===== src/shared/fmw_pkg.sv =====
/*
 * Constants, types and lookup functions of the fault mode and wake control block.
 * Assumes a 100 MHz register clock and an APB master with 32-bit data.
 */
package fmw_pkg;

   // ------------------------------------------------------------
   // Timing
   // ------------------------------------------------------------
   localparam int CLK_NS      = 10;                        // Clock period in ns
   localparam int TICK_US     = 100;                       // Timer base tick
   localparam int TICK_CYC    = TICK_US * 1000 / CLK_NS;
   localparam int RST_DLY_US  = 10;                        // Restart hold time
   localparam int RST_DLY_CYC = RST_DLY_US * 1000 / CLK_NS;
   localparam int IRQ_US      = 100;                       // Interrupt low pulse
   localparam int IRQ_CYC     = IRQ_US * 1000 / CLK_NS;

   // ------------------------------------------------------------
   // Register map and fields
   // ------------------------------------------------------------
   localparam logic [7:0] OFS_MODE = 8'h00;
   localparam logic [7:0] OFS_TMR0 = 8'h04;
   localparam logic [7:0] OFS_TMR1 = 8'h08;
   localparam logic [7:0] OFS_MAP  = 8'h0C;
   localparam logic [7:0] OFS_STAT = 8'h10;

   localparam int MODE_REQ_LSB  = 0;   // Mode request code, 2 bits
   localparam int OV_FS_BIT     = 4;   // Overvoltage reaction: 1 fail-safe
   localparam int FO_SEL_BIT    = 5;   // Shared pin used as fail output
   localparam int STATIC_EN_BIT = 6;   // Static sensing of wake inputs
   localparam int TMR_PER_LSB   = 0;   // Period code, 3 bits
   localparam int TMR_ON_LSB    = 4;   // On-time code, 3 bits
   localparam int TMR_LVL_BIT   = 8;   // Off-state level of the output
   localparam int MAP_CW_LSB    = 4;   // Cyclic wake timer select
   localparam int ST_WU_LSB     = 0;   // Wake input flags, 2 bits
   localparam int ST_CW_BIT     = 2;   // Cyclic wake flag
   localparam int ST_DRAIN_MONITOR_WAKE_STATUS_BIT   = 3;   // Drain monitor wake flag
   localparam int ST_CMDF_BIT   = 4;   // Command fault flag
   localparam int ST_FAIL_BIT   = 5;   // Fail-safe was entered
   localparam int ST_LVL_LSB    = 6;   // Wake level status, 2 bits
   localparam int ST_MODE_LSB   = 8;   // Current mode, 3 bits

   localparam logic [6:0] MODE_RST = 7'h00;
   localparam logic [8:0] TMR_RST  = 9'h000;
   localparam logic [5:0] MAP_RST  = 6'h00;

   localparam logic [1:0] REQ_NORMAL = 2'h0;
   localparam logic [1:0] REQ_STOP   = 2'h1;
   localparam logic [1:0] REQ_SLEEP  = 2'h2;
   localparam logic [1:0] SEL_T0     = 2'h1;
   localparam logic [1:0] SEL_T1     = 2'h2;
   localparam logic [2:0] ON_OFF     = 3'h0;
   localparam logic [2:0] ON_BAD     = 3'h6;   // Codes from here up disable

   // ------------------------------------------------------------
   // Types
   // ------------------------------------------------------------
   typedef enum logic [2:0] {
      FMW_RESTART  = 3'h0,
      FMW_NORMAL   = 3'h1,
      FMW_STOP     = 3'h3,
      FMW_SLEEP    = 3'h2,
      FMW_FAILSAFE = 3'h6
   } fmw_mode_e;

   typedef struct packed {
      logic uv;          // Main regulator undervoltage
      logic wd_fail;     // Watchdog trigger failure
      logic wd_ok;       // Watchdog served correctly
      logic ov;          // Main regulator overvoltage
      logic short_gnd;   // Main regulator shorted to ground
      logic second_thermal_shutdown;        // Second thermal shutdown
   } fmw_fault_s;

   // ------------------------------------------------------------
   // Timer code tables, in ticks
   // ------------------------------------------------------------
   function automatic logic [15:0] fmw_per_ticks(input logic [2:0] code);
      case (code)
         3'h0:    fmw_per_ticks = 16'h000A;
         3'h1:    fmw_per_ticks = 16'h0014;
         3'h2:    fmw_per_ticks = 16'h0032;
         3'h3:    fmw_per_ticks = 16'h0064;
         3'h4:    fmw_per_ticks = 16'h00C8;
         3'h5:    fmw_per_ticks = 16'h01F4;
         3'h6:    fmw_per_ticks = 16'h03E8;
         default: fmw_per_ticks = 16'h07D0;
      endcase
   endfunction

   function automatic logic [15:0] fmw_on_ticks(input logic [2:0] code);
      case (code)
         3'h1:    fmw_on_ticks = 16'h0001;
         3'h2:    fmw_on_ticks = 16'h0003;
         3'h3:    fmw_on_ticks = 16'h000A;
         3'h4:    fmw_on_ticks = 16'h0014;
         3'h5:    fmw_on_ticks = 16'h0032;
         default: fmw_on_ticks = 16'h0000;
      endcase
   endfunction

endpackage


===== src/rtl/fmw_top.sv =====
/*
 * Fault mode and wake control: mode sequencer, two cyclic timers, cyclic
 * sense and cyclic wake, APB register slave.
 * Assumes fault, wake and pin inputs are asynchronous and synchronised here.
 */
`timescale 1ns/1ps

module fmw_top #(
   parameter int TICK_LEN = fmw_pkg::TICK_CYC,
   parameter int IRQ_LEN  = fmw_pkg::IRQ_CYC
) (
   input  wire logic               pclk,
   input  wire logic               presetn,
   input  wire logic               psel,
   input  wire logic               penable,
   input  wire logic               pwrite,
   input  wire logic [7:0]         paddr,
   input  wire logic [31:0]        pwdata,
   output logic      [31:0]        prdata,
   output logic                    pready,
   output logic                    pslverr,
   input  wire fmw_pkg::fmw_fault_s faults,
   input  wire logic [1:0]         wake_input,
   input  wire logic               drain_monitor_wake,
   input  wire logic [1:0]         hs_fault,
   output logic      [1:0]         high_side_output,
   output logic                    irq_out_low,
   output logic                    reset_out_low,
   output logic                    regulator_enable,
   input  wire logic               fail_or_wake_in,
   output logic                    fail_or_wake_out,
   output logic                    fail_or_wake_oe
);
   import fmw_pkg::*;

   localparam int RCW = $clog2(RST_DLY_CYC + 1);

   // ------------------------------------------------------------
   // Input synchronisers
   // ------------------------------------------------------------
   logic [11:0] s1, s2, s3;
   wire  [11:0] raw = {faults, wake_input, drain_monitor_wake, hs_fault, fail_or_wake_in};

   // Two stages, third keeps the previous value for edges
   always_ff @(posedge pclk or negedge presetn) begin
      if (!presetn) begin
         s1 <= 12'h000;
         s2 <= 12'h000;
         s3 <= 12'h000;
      end else begin
         s1 <= raw;
         s2 <= s1;
         s3 <= s2;
      end
   end

   fmw_fault_s flt, flt_d;
   wire  [1:0] wk_s   = s2[5:4];
   wire  [1:0] wk_d   = s3[5:4];
   wire        drain_monitor_wake_status_ev = s2[3] & ~s3[3];
   wire  [1:0] hsf_ev = s2[2:1] & ~s3[2:1];
   wire        fow_ev = s2[0] ^ s3[0];
   assign flt   = fmw_fault_s'(s2[11:6]);
   assign flt_d = fmw_fault_s'(s3[11:6]);

   // ------------------------------------------------------------
   // Registers and APB slave
   // ------------------------------------------------------------
   fmw_mode_e  mode, next_mode;
   logic [6:0] mode_reg;
   logic [8:0] tmr [2];
   logic [5:0] map_reg;
   logic [5:0] flags, next_flags;
   logic [1:0] wk_lvl;
   logic [31:0] rd_mux;

   wire setup   = psel & ~penable;
   wire acc     = psel & penable & pready;
   wire hit_mode = paddr == OFS_MODE;
   wire hit_t0  = paddr == OFS_TMR0;
   wire hit_t1  = paddr == OFS_TMR1;
   wire hit_map = paddr == OFS_MAP;
   wire hit_st  = paddr == OFS_STAT;
   wire addr_ok = hit_mode | hit_t0 | hit_t1 | hit_map | hit_st;
   wire wr      = acc & pwrite & ~pslverr;
   wire [1:0] wr_tmr = {wr & hit_t1, wr & hit_t0};
   wire req_ev  = wr & hit_mode;
   wire [1:0] req = pwdata[MODE_REQ_LSB +: 2];
   wire ov_fs   = mode_reg[OV_FS_BIT];
   wire fo_sel  = mode_reg[FO_SEL_BIT];
   wire st_en   = mode_reg[STATIC_EN_BIT];
   wire [2:0] w_on = pwdata[TMR_ON_LSB +: 3];
   wire w_bad   = (|wr_tmr) & (w_on != ON_OFF) & (w_on < ON_BAD)
                & (fmw_on_ticks(w_on) > fmw_per_ticks(pwdata[TMR_PER_LSB +: 3]));

   // Read data selection
   always_comb begin
      if (hit_mode)     rd_mux = {25'h0000000, mode_reg};
      else if (hit_t0)  rd_mux = {23'h000000, tmr[0]};
      else if (hit_t1)  rd_mux = {23'h000000, tmr[1]};
      else if (hit_map) rd_mux = {26'h0000000, map_reg};
      else if (hit_st)  rd_mux = {21'h000000, mode, wk_lvl, flags};
      else              rd_mux = 32'h00000000;
   end

   // One wait-free access phase; data latched in setup
   always_ff @(posedge pclk or negedge presetn) begin
      if (!presetn) begin
         pready  <= 1'b0;
         pslverr <= 1'b0;
         prdata  <= 32'h00000000;
      end else begin
         pready  <= setup;
         pslverr <= setup & ~addr_ok;
         prdata  <= setup ? rd_mux : 32'h00000000;
      end
   end

   // Configuration registers; a mode write keeps request bits out
   always_ff @(posedge pclk or negedge presetn) begin
      if (!presetn) begin
         mode_reg <= MODE_RST;
         tmr[0]   <= TMR_RST;
         tmr[1]   <= TMR_RST;
         map_reg  <= MAP_RST;
      end else begin
         if (req_ev) mode_reg <= {pwdata[6:4], 4'h0};
         if (wr_tmr[0]) tmr[0] <= pwdata[8:0];
         if (wr_tmr[1]) tmr[1] <= pwdata[8:0];
         if (wr & hit_map) map_reg <= pwdata[5:0];
      end
   end

   // ------------------------------------------------------------
   // Timers
   // ------------------------------------------------------------
   logic [15:0] tick_cnt;
   wire         tick = tick_cnt == 16'(TICK_LEN - 1);
   logic [1:0]  t_valid, wrap, on_ph, smp;

   // Shared base tick
   always_ff @(posedge pclk or negedge presetn) begin
      if (!presetn) tick_cnt <= 16'h0000;
      else          tick_cnt <= tick ? 16'h0000 : tick_cnt + 16'h0001;
   end

   for (genvar t = 0; t < 2; t++) begin : g_tmr
      logic [15:0] cnt;
      wire  [2:0]  on_c = tmr[t][TMR_ON_LSB +: 3];
      wire  [15:0] per  = fmw_per_ticks(tmr[t][TMR_PER_LSB +: 3]);
      wire  [15:0] ont  = fmw_on_ticks(on_c);
      assign t_valid[t] = (on_c != ON_OFF) & (on_c < ON_BAD);
      assign wrap[t]  = t_valid[t] & tick & (cnt == per - 16'h0001);
      assign on_ph[t] = t_valid[t] & (cnt < ont);
      assign smp[t]   = t_valid[t] & tick & (cnt == ont - 16'h0001);

      // Period counter, restarted by any write of its setup
      always_ff @(posedge pclk or negedge presetn) begin
         if (!presetn)                    cnt <= 16'h0000;
         else if (!t_valid[t] | wr_tmr[t]) cnt <= 16'h0000;
         else if (tick)                   cnt <= wrap[t] ? 16'h0000 : cnt + 16'h0001;
      end
   end

   // ------------------------------------------------------------
   // Cyclic sense and static sense per output
   // ------------------------------------------------------------
   logic [1:0] hs_dis, cs_act, cs_ref, wk_evt, cs_smp;
   wire  ns  = (mode == FMW_NORMAL) | (mode == FMW_STOP);
   wire  fsm = mode == FMW_FAILSAFE;

   for (genvar h = 0; h < 2; h++) begin : g_hs
      wire [1:0] m    = map_reg[2*h +: 2];
      wire       tsel = m == SEL_T1;
      wire       hs_on = ((m == SEL_T0) | (m == SEL_T1)) & ~hs_dis[h] & ~fsm;
      assign cs_act[h] = hs_on & t_valid[tsel];
      assign cs_smp[h] = cs_act[h] & smp[tsel];
      wire   st_on   = (st_en & ~cs_act[h]) | fsm;
      assign wk_evt[h] = (cs_smp[h] & (wk_s[h] != cs_ref[h]))
                       | (st_on & (wk_s[h] != wk_d[h]));

      // Output drive, fault latch and sample reference
      always_ff @(posedge pclk or negedge presetn) begin
         if (!presetn) begin
            high_side_output[h] <= 1'b0;
            hs_dis[h]           <= 1'b0;
            cs_ref[h]           <= 1'b0;
            wk_lvl[h]           <= 1'b0;
         end else begin
            high_side_output[h] <= hs_on & (on_ph[tsel] | tmr[tsel][TMR_LVL_BIT]);
            if (hsf_ev[h] & (ns | (mode == FMW_SLEEP))) hs_dis[h] <= 1'b1;
            else if (wr & hit_map)                      hs_dis[h] <= 1'b0;
            if (cs_smp[h] | ~cs_act[h]) cs_ref[h] <= wk_s[h];
            if (ns & (cs_smp[h] | ~cs_act[h])) wk_lvl[h] <= wk_s[h];
         end
      end
   end

   // ------------------------------------------------------------
   // Wake collection, flags and interrupt pulse
   // ------------------------------------------------------------
   wire [1:0] cw_sel  = map_reg[MAP_CW_LSB +: 2];
   wire cw_ok  = ((cw_sel == SEL_T0) & t_valid[0]) | ((cw_sel == SEL_T1) & t_valid[1]);
   wire cw_ev  = ((cw_sel == SEL_T0) & wrap[0]) | ((cw_sel == SEL_T1) & wrap[1]);
   wire fow_wk = fow_ev & st_en & ~fo_sel;
   wire any_wake = (|wk_evt) | cw_ev | drain_monitor_wake_status_ev | fow_wk;
   wire have_src = st_en | (|cs_act) | cw_ok;
   wire pend     = (|flags[ST_DRAIN_MONITOR_WAKE_STATUS_BIT:ST_WU_LSB]);
   logic cmd_f;
   logic [$clog2(IRQ_LEN + 1) - 1:0] irq_cnt, next_irq_cnt;

   // Sticky flags, set wins over a one-to-clear write
   always_comb begin
      next_flags = flags;
      if (wr & hit_st) next_flags = flags & ~pwdata[5:0];
      next_flags[ST_WU_LSB +: 2] = next_flags[ST_WU_LSB +: 2] | wk_evt;
      next_flags[ST_CW_BIT]   = next_flags[ST_CW_BIT] | cw_ev;
      next_flags[ST_DRAIN_MONITOR_WAKE_STATUS_BIT] = next_flags[ST_DRAIN_MONITOR_WAKE_STATUS_BIT] | drain_monitor_wake_status_ev;
      next_flags[ST_CMDF_BIT] = next_flags[ST_CMDF_BIT] | w_bad | cmd_f;
      next_flags[ST_FAIL_BIT] = next_flags[ST_FAIL_BIT]
                              | (next_mode == FMW_FAILSAFE);
   end

   // Interrupt pulse retriggered by every wake in normal or stop
   always_comb begin
      if (any_wake & ns)     next_irq_cnt = ($bits(irq_cnt))'(IRQ_LEN);
      else if (irq_cnt != 0) next_irq_cnt = irq_cnt - 1'b1;
      else                   next_irq_cnt = irq_cnt;
   end

   // ------------------------------------------------------------
   // Mode sequencer
   // ------------------------------------------------------------
   logic [1:0]     uv_cnt, wd_cnt;
   logic [RCW-1:0] rst_cnt;
   wire uv_ev  = ns & flt.uv & ~flt_d.uv;
   wire wd_ev  = ns & flt.wd_fail & ~flt_d.wd_fail;
   wire ov_ev  = ns & flt.ov & ~flt_d.ov;
   wire ok_ev  = flt.wd_ok & ~flt_d.wd_ok;
   wire fs_hw  = flt.second_thermal_shutdown | flt.short_gnd;
   wire fs_cond = fs_hw | (ov_ev & ov_fs)
                | (wd_ev & (wd_cnt == 2'h3))
                | (uv_ev & (uv_cnt == 2'h3));
   wire rs_cond = uv_ev | wd_ev | (ov_ev & ~ov_fs);
   wire rst_end = rst_cnt == RCW'(RST_DLY_CYC - 1);
   wire tsd_rel = ~flt.second_thermal_shutdown & flt_d.second_thermal_shutdown;

   // Next mode and refused sleep requests
   always_comb begin
      next_mode = mode;
      cmd_f     = 1'b0;
      case (mode)
         FMW_RESTART: begin
            if (fs_hw)        next_mode = FMW_FAILSAFE;
            else if (rst_end) next_mode = FMW_NORMAL;
         end
         FMW_NORMAL, FMW_STOP: begin
            if (fs_cond)      next_mode = FMW_FAILSAFE;
            else if (rs_cond) next_mode = FMW_RESTART;
            else if (req_ev & (req == REQ_NORMAL)) next_mode = FMW_NORMAL;
            else if (req_ev & (req == REQ_STOP) & (mode == FMW_NORMAL)) next_mode = FMW_STOP;
            else if (req_ev & (req == REQ_SLEEP)) begin
               if (mode == FMW_STOP | ~have_src) begin
                  next_mode = FMW_RESTART;
                  cmd_f     = 1'b1;
               end else if (pend) next_mode = FMW_RESTART;
               else               next_mode = FMW_SLEEP;
            end
         end
         FMW_SLEEP: begin
            if (fs_hw)         next_mode = FMW_FAILSAFE;
            else if (any_wake) next_mode = FMW_RESTART;
         end
         FMW_FAILSAFE: begin
            if (tsd_rel | (any_wake & ~flt.second_thermal_shutdown)) next_mode = FMW_RESTART;
         end
         default: next_mode = FMW_RESTART;
      endcase
   end

   // Mode, counters and registered outputs
   always_ff @(posedge pclk or negedge presetn) begin
      if (!presetn) begin
         mode             <= FMW_RESTART;
         rst_cnt          <= '0;
         uv_cnt           <= 2'h0;
         wd_cnt           <= 2'h0;
         flags            <= 6'h00;
         irq_cnt          <= '0;
         irq_out_low      <= 1'b1;
         reset_out_low    <= 1'b0;
         regulator_enable <= 1'b1;
         fail_or_wake_out <= 1'b1;
         fail_or_wake_oe  <= 1'b0;
      end else begin
         mode    <= next_mode;
         rst_cnt <= (mode == FMW_RESTART && !rst_end) ? rst_cnt + 1'b1 : '0;
         if (uv_ev)                uv_cnt <= uv_cnt + 2'h1;
         else if (ok_ev | fsm)     uv_cnt <= 2'h0;
         if (wd_ev)                wd_cnt <= wd_cnt + 2'h1;
         else if (ok_ev | fsm)     wd_cnt <= 2'h0;
         flags            <= next_flags;
         irq_cnt          <= next_irq_cnt;
         irq_out_low      <= next_irq_cnt == 0;
         reset_out_low    <= ~((next_mode == FMW_RESTART) | (next_mode == FMW_SLEEP));
         regulator_enable <= (next_mode != FMW_SLEEP) & (next_mode != FMW_FAILSAFE);
         fail_or_wake_out <= ~(fo_sel & next_flags[ST_FAIL_BIT]);
         fail_or_wake_oe  <= fo_sel & next_flags[ST_FAIL_BIT];
      end
   end
endmodule


===== config.mk =====
export PLATFORM = sky130hd
export DESIGN_NAME = fmw_top
export DESIGN_NICKNAME = d
export VERILOG_FILES = /design/src/shared/fmw_pkg.sv /design/src/rtl/fmw_top.sv
export SDC_FILE = /design/constraint.sdc
export NUM_CORES = 1
export LEC_CHECK = 0
export BUFFER_PORTS_ARGS = -buffer_cell sky130_fd_sc_hd__buf_4
export CELL_PAD_IN_SITES_DETAIL_PLACEMENT = 2
export CELL_PAD_IN_SITES_GLOBAL_PLACEMENT = 2
export CORE_UTILIZATION = 30
export DETAILED_ROUTE_END_ITERATION = 7
export PLACE_DENSITY = 0.75
export SETUP_SLACK_MARGIN = 0.5
export SLEW_MARGIN = 20
export SYNTH_ARGS = -nofsm -noshare
export SYNTH_HDL_FRONTEND = slang
export SYNTH_SLANG_ARGS = --single-unit

===== constraint.sdc =====
create_clock -name pclk -period 5.4 [get_ports pclk]
set_clock_uncertainty 0.1 [all_clocks]
set_input_delay 0.81 -clock pclk [delete_from_list [all_inputs] [get_ports pclk]]
set_output_delay 0.81 -clock pclk [all_outputs]
set_load 0.01 [all_outputs]

==> impl_metrics.py <==
metrics = {
    "status": {
        "run_status": "finished, final reports clean",
    },
    "logic_synthesis": {
        "seq_area_frac_synth_pct": 41.9,
        "synth_seq_cells": 173,
        "synth.avg_cell_area_sq_um": 9.08,
        "synth.lib_cells_used.distinct": 84,
        "netlist_top_cells_area": "dfrtp_1, ha_1, nand2_1",
        "synth_enable_flop_cells": 0,
        "synth_flop_cell": "dfrtp_1",
        "asyncSetResetFlopFracSynth_pct": 100,
        "yosysMostFrequentCell": "dfrtp_1",
        "synth.top_cells.by_count": "dfrtp_1, nand2_1, nor2_1, o21ai_0, clkbuf_1",
        "synth_cells": 1139,
        "yosysTopAreaCellShare_pct": 41.1,
        "cell_area_after_technology_mapping_sq_mm": 0.0103,
        "synth.yosys.warnings": 0,
        "synth_area_leader_cell": "dfrtp_1",
    },
    "floorplan": {
        "floorplan.core_area_sq_mm": 0.0337,
        "die_h_um": 188,
        "design.die.area_sq_mm": 0.0352,
        "initial_utilization_pct": 30.7,
        "chipWidth_um": 188,
        "top_level_ports": 98,
        "core.rowCount": 67,
    },
    "power_and_ir_drop": {
        "internal_power_w": 0.00220,
        "net-switching-power_w": 0.000915,
        "seq_power_share_pct": 47.5,
        "worst_ir_drop_vdd_uv": 230,
        "p_leak_nw": 4.95,
        "clock_power_share_pct": 40.3,
        "p_sw_share_pct": 29.4,
        "combinational_cell_fraction_of_total_power_pct": 12.3,
        "design_power_total_w": 0.00312,
        "pwr_density_cell_mw_per_mm2": 268,
    },
    "layout": {
        "flip_flop_count_of_the_largest_register_after_layout": 32,
        "regMostFlops": "g_tmr.cnt",
        "antenna_cells_inserted": 0,
        "biggestRegsByFlops": "g_tmr.cnt (32), tick_cnt (16), irq_cnt (14)",
        "growth_of_design_area_from_synthesis_to_finish_pct": 12.6,
        "drive_gt1_share_pct": 11.9,
        "final_design_area_no_fill_sq_mm": 0.0116,
        "layout.nets": 1254,
    },
    "grt": {
        "grt_max_degree": 101,
        "global_route.overflow_total": 0,
        "grt_pass1_vias": 9414,
        "globalRouteMet1Util_pct": 25.2,
        "grt_antenna_before_repair": 0,
        "grt_first_pass_wirelength_um": 52900,
        "grtUsageMet3_pct": 2.77,
        "grt_util_all_layers_pct": 19.1,
        "met2_usage_pct": 32.0,
        "gr_peak_layer": "met2",
    },
    "drt": {
        "drt_first_iter_violations": 543,
        "ant_nets": 0,
        "route.final.wire_length_um": 32500,
        "detailedRoute.firstPassIterationCount": 4,
        "drt_drc_violations_left": 0,
        "avgRoutedWirePerCell_um": 20.1,
        "vias": 8653,
        "routed_via_density": 5.34,
    },
    "placed_design": {
        "gp_congestion": 0.821,
        "postPlaceCellArea_sq_mm": 0.0111,
        "pre_cts_slack_ps": 945,
        "placement.io_buffers": 53,
        "place.detailed.hpwl_um": 23400,
    },
    "cts": {
        "numCtsBuffers": 17,
        "clock_tree.root_cell": "clkbuf_16",
        "htree_levels": 4,
        "clock-sinks": 173,
        "path_clk_slew_ps": 70,
        "worst_skew_pair_latency_ps": 450,
        "cts_hold_buf": 0,
        "cts_tree": "built",
        "cts_max_path_bufs": 2,
    },
    "timing": {
        "fmaxAchievable_ghz": 0.223,
        "report.final.hold_viol_count": 0,
        "timing.final.ws_setup_ps": 924,
        "rsz0062_at_grt": "no",
        "finalSetupViolations": 0,
        "slew_headroom_pct": 41.3,
        "tightestPinTransition_ps": 881,
        "fin_crit_sh_pct": 82.9,
        "final_period_minus_worst_setup_slack_ps": 4480,
        "timing_max_transition_violations_final": 0,
        "final.setup.tns_ps": 0,
    },
    "setup_path": {
        "timing.critical_path.required_ps": 5630,
        "timing.critical_path.from_type": "flop",
        "cp_data_arrival_time_ps": 4710,
        "worstSetupEndpointType": "flop",
        "worst-path-max-fanout": 19,
        "path_class": "reg -> reg",
    },
    "worst_hold_path": {
        "holdCritPathClass": "reg -> reg",
    },
    "flow_run": {
        "max_cap_violations": 0,
    },
}
==> area by class of cell <==
cell class	count	area (sq um)
fillers	3850	22100
multi-input cells	864	5540
flip-flops and latches	173	4330
well taps	448	561
repair buffers	61	464
clock buffers	21	460
inverters	42	158
clock inverters	11	123
==> cell usage in the layout, fill, tap and decap left out, drive strengths merged, types with 21 or more instances in the layout <==
cell    instances
clkbuf         22
ha             38
nand2         108
nor2b          30
nand2b         24
buf            60
dfrtp         170
inv            49
and3           21
nand3          31
conb           21
nor2          107
nor3           41
o21ai          70
xor2           27
mux2           24
a21oi          36
xnor2          45
==> through the flow <==
stage / hold WS (ps) / instances / utilization [%]
2_1_floorplan: 231 / 1159 / -
3_3_place_gp: 231 / 1588 / 32.8
3_5_place_dp: 241 / 1588 / 32.8
4_1_cts: 258 / 1620 / 34.5
5_1_grt: 260 / 1620 / 34.5
6_report: 255 / 1620 / 34.5
==> repair_timing <==
item / CTS / global route
setup buffers: 0 / 0
setup endpoints to repair: 0 / 1
resized for setup: 0 / 1
==> worst paths after layout <==
path | start | end | slack (ps) | cells past startpoint
worst max register to register | g_tmr[1].on_c[1] | irq_out_low | 920 | 13
worst min-delay path | s1[1] | s2[1] | 250 | 0
worst min register to register | s1[1] | s2[1] | 250 | 0
max in group asynchronous | presetn | tick_cnt[14] | 3750 | 2
min in group asynchronous | presetn | irq_cnt[3] | 340 | 1
worst max-delay path | g_tmr[1].on_c[1] | irq_out_low | 920 | 13
==> power by group through the flow <==
stage | combinational, W | sequential, W | clock (W)
final | 0.000383 | 0.00148 | 0.00126
after CTS | 0.000392 | 0.00148 | 0.00130
after floorplan | 0.000262 | 0.00147 | 0
after global placement | 0.000366 | 0.00150 | 0
after global routing | 0.000430 | 0.00150 | 0.00133
after detailed placement | 0.000385 | 0.00150 | 0
==> critical path, cell delays in order, from the launching register on <==
cell	delay (ps)
dfrtp_1	740
inv_1	210
ha_1	450
nor3_1	410
inv_1	140
ha_1	360
xnor2_1	160
nor2_1	70
o2111ai_1	160
a2111oi_2	100
a32o_1	310
a211o_1	390
o21ai_2	440
nor4bb_1	330
==> cells by family (layout without fill, tap and decap cells) <==
group	count (synthesis)	after routing	share of synthesized area [%]
DFF	173	173	41.9
xor gates and xnor gates	72	72	6.10
other	1	21	0.0363
adders and majority gates	39	39	4.70
buffers and inverters	122	135	5.41
AOI/OAI and AO/OA	222	222	14.3
muxes	34	34	3.58
and+or+nand+nor	476	476	23.9
==> metal layers <==
layer / vias up / routed length, um
li1: 4028 / -
met1: 4484 / 15200
met2: 108 / 15900
met3: 33 / 877
met4: 0 / 586
met5: - / 0
No activity file was read; power rests on OpenSTA's default activity.
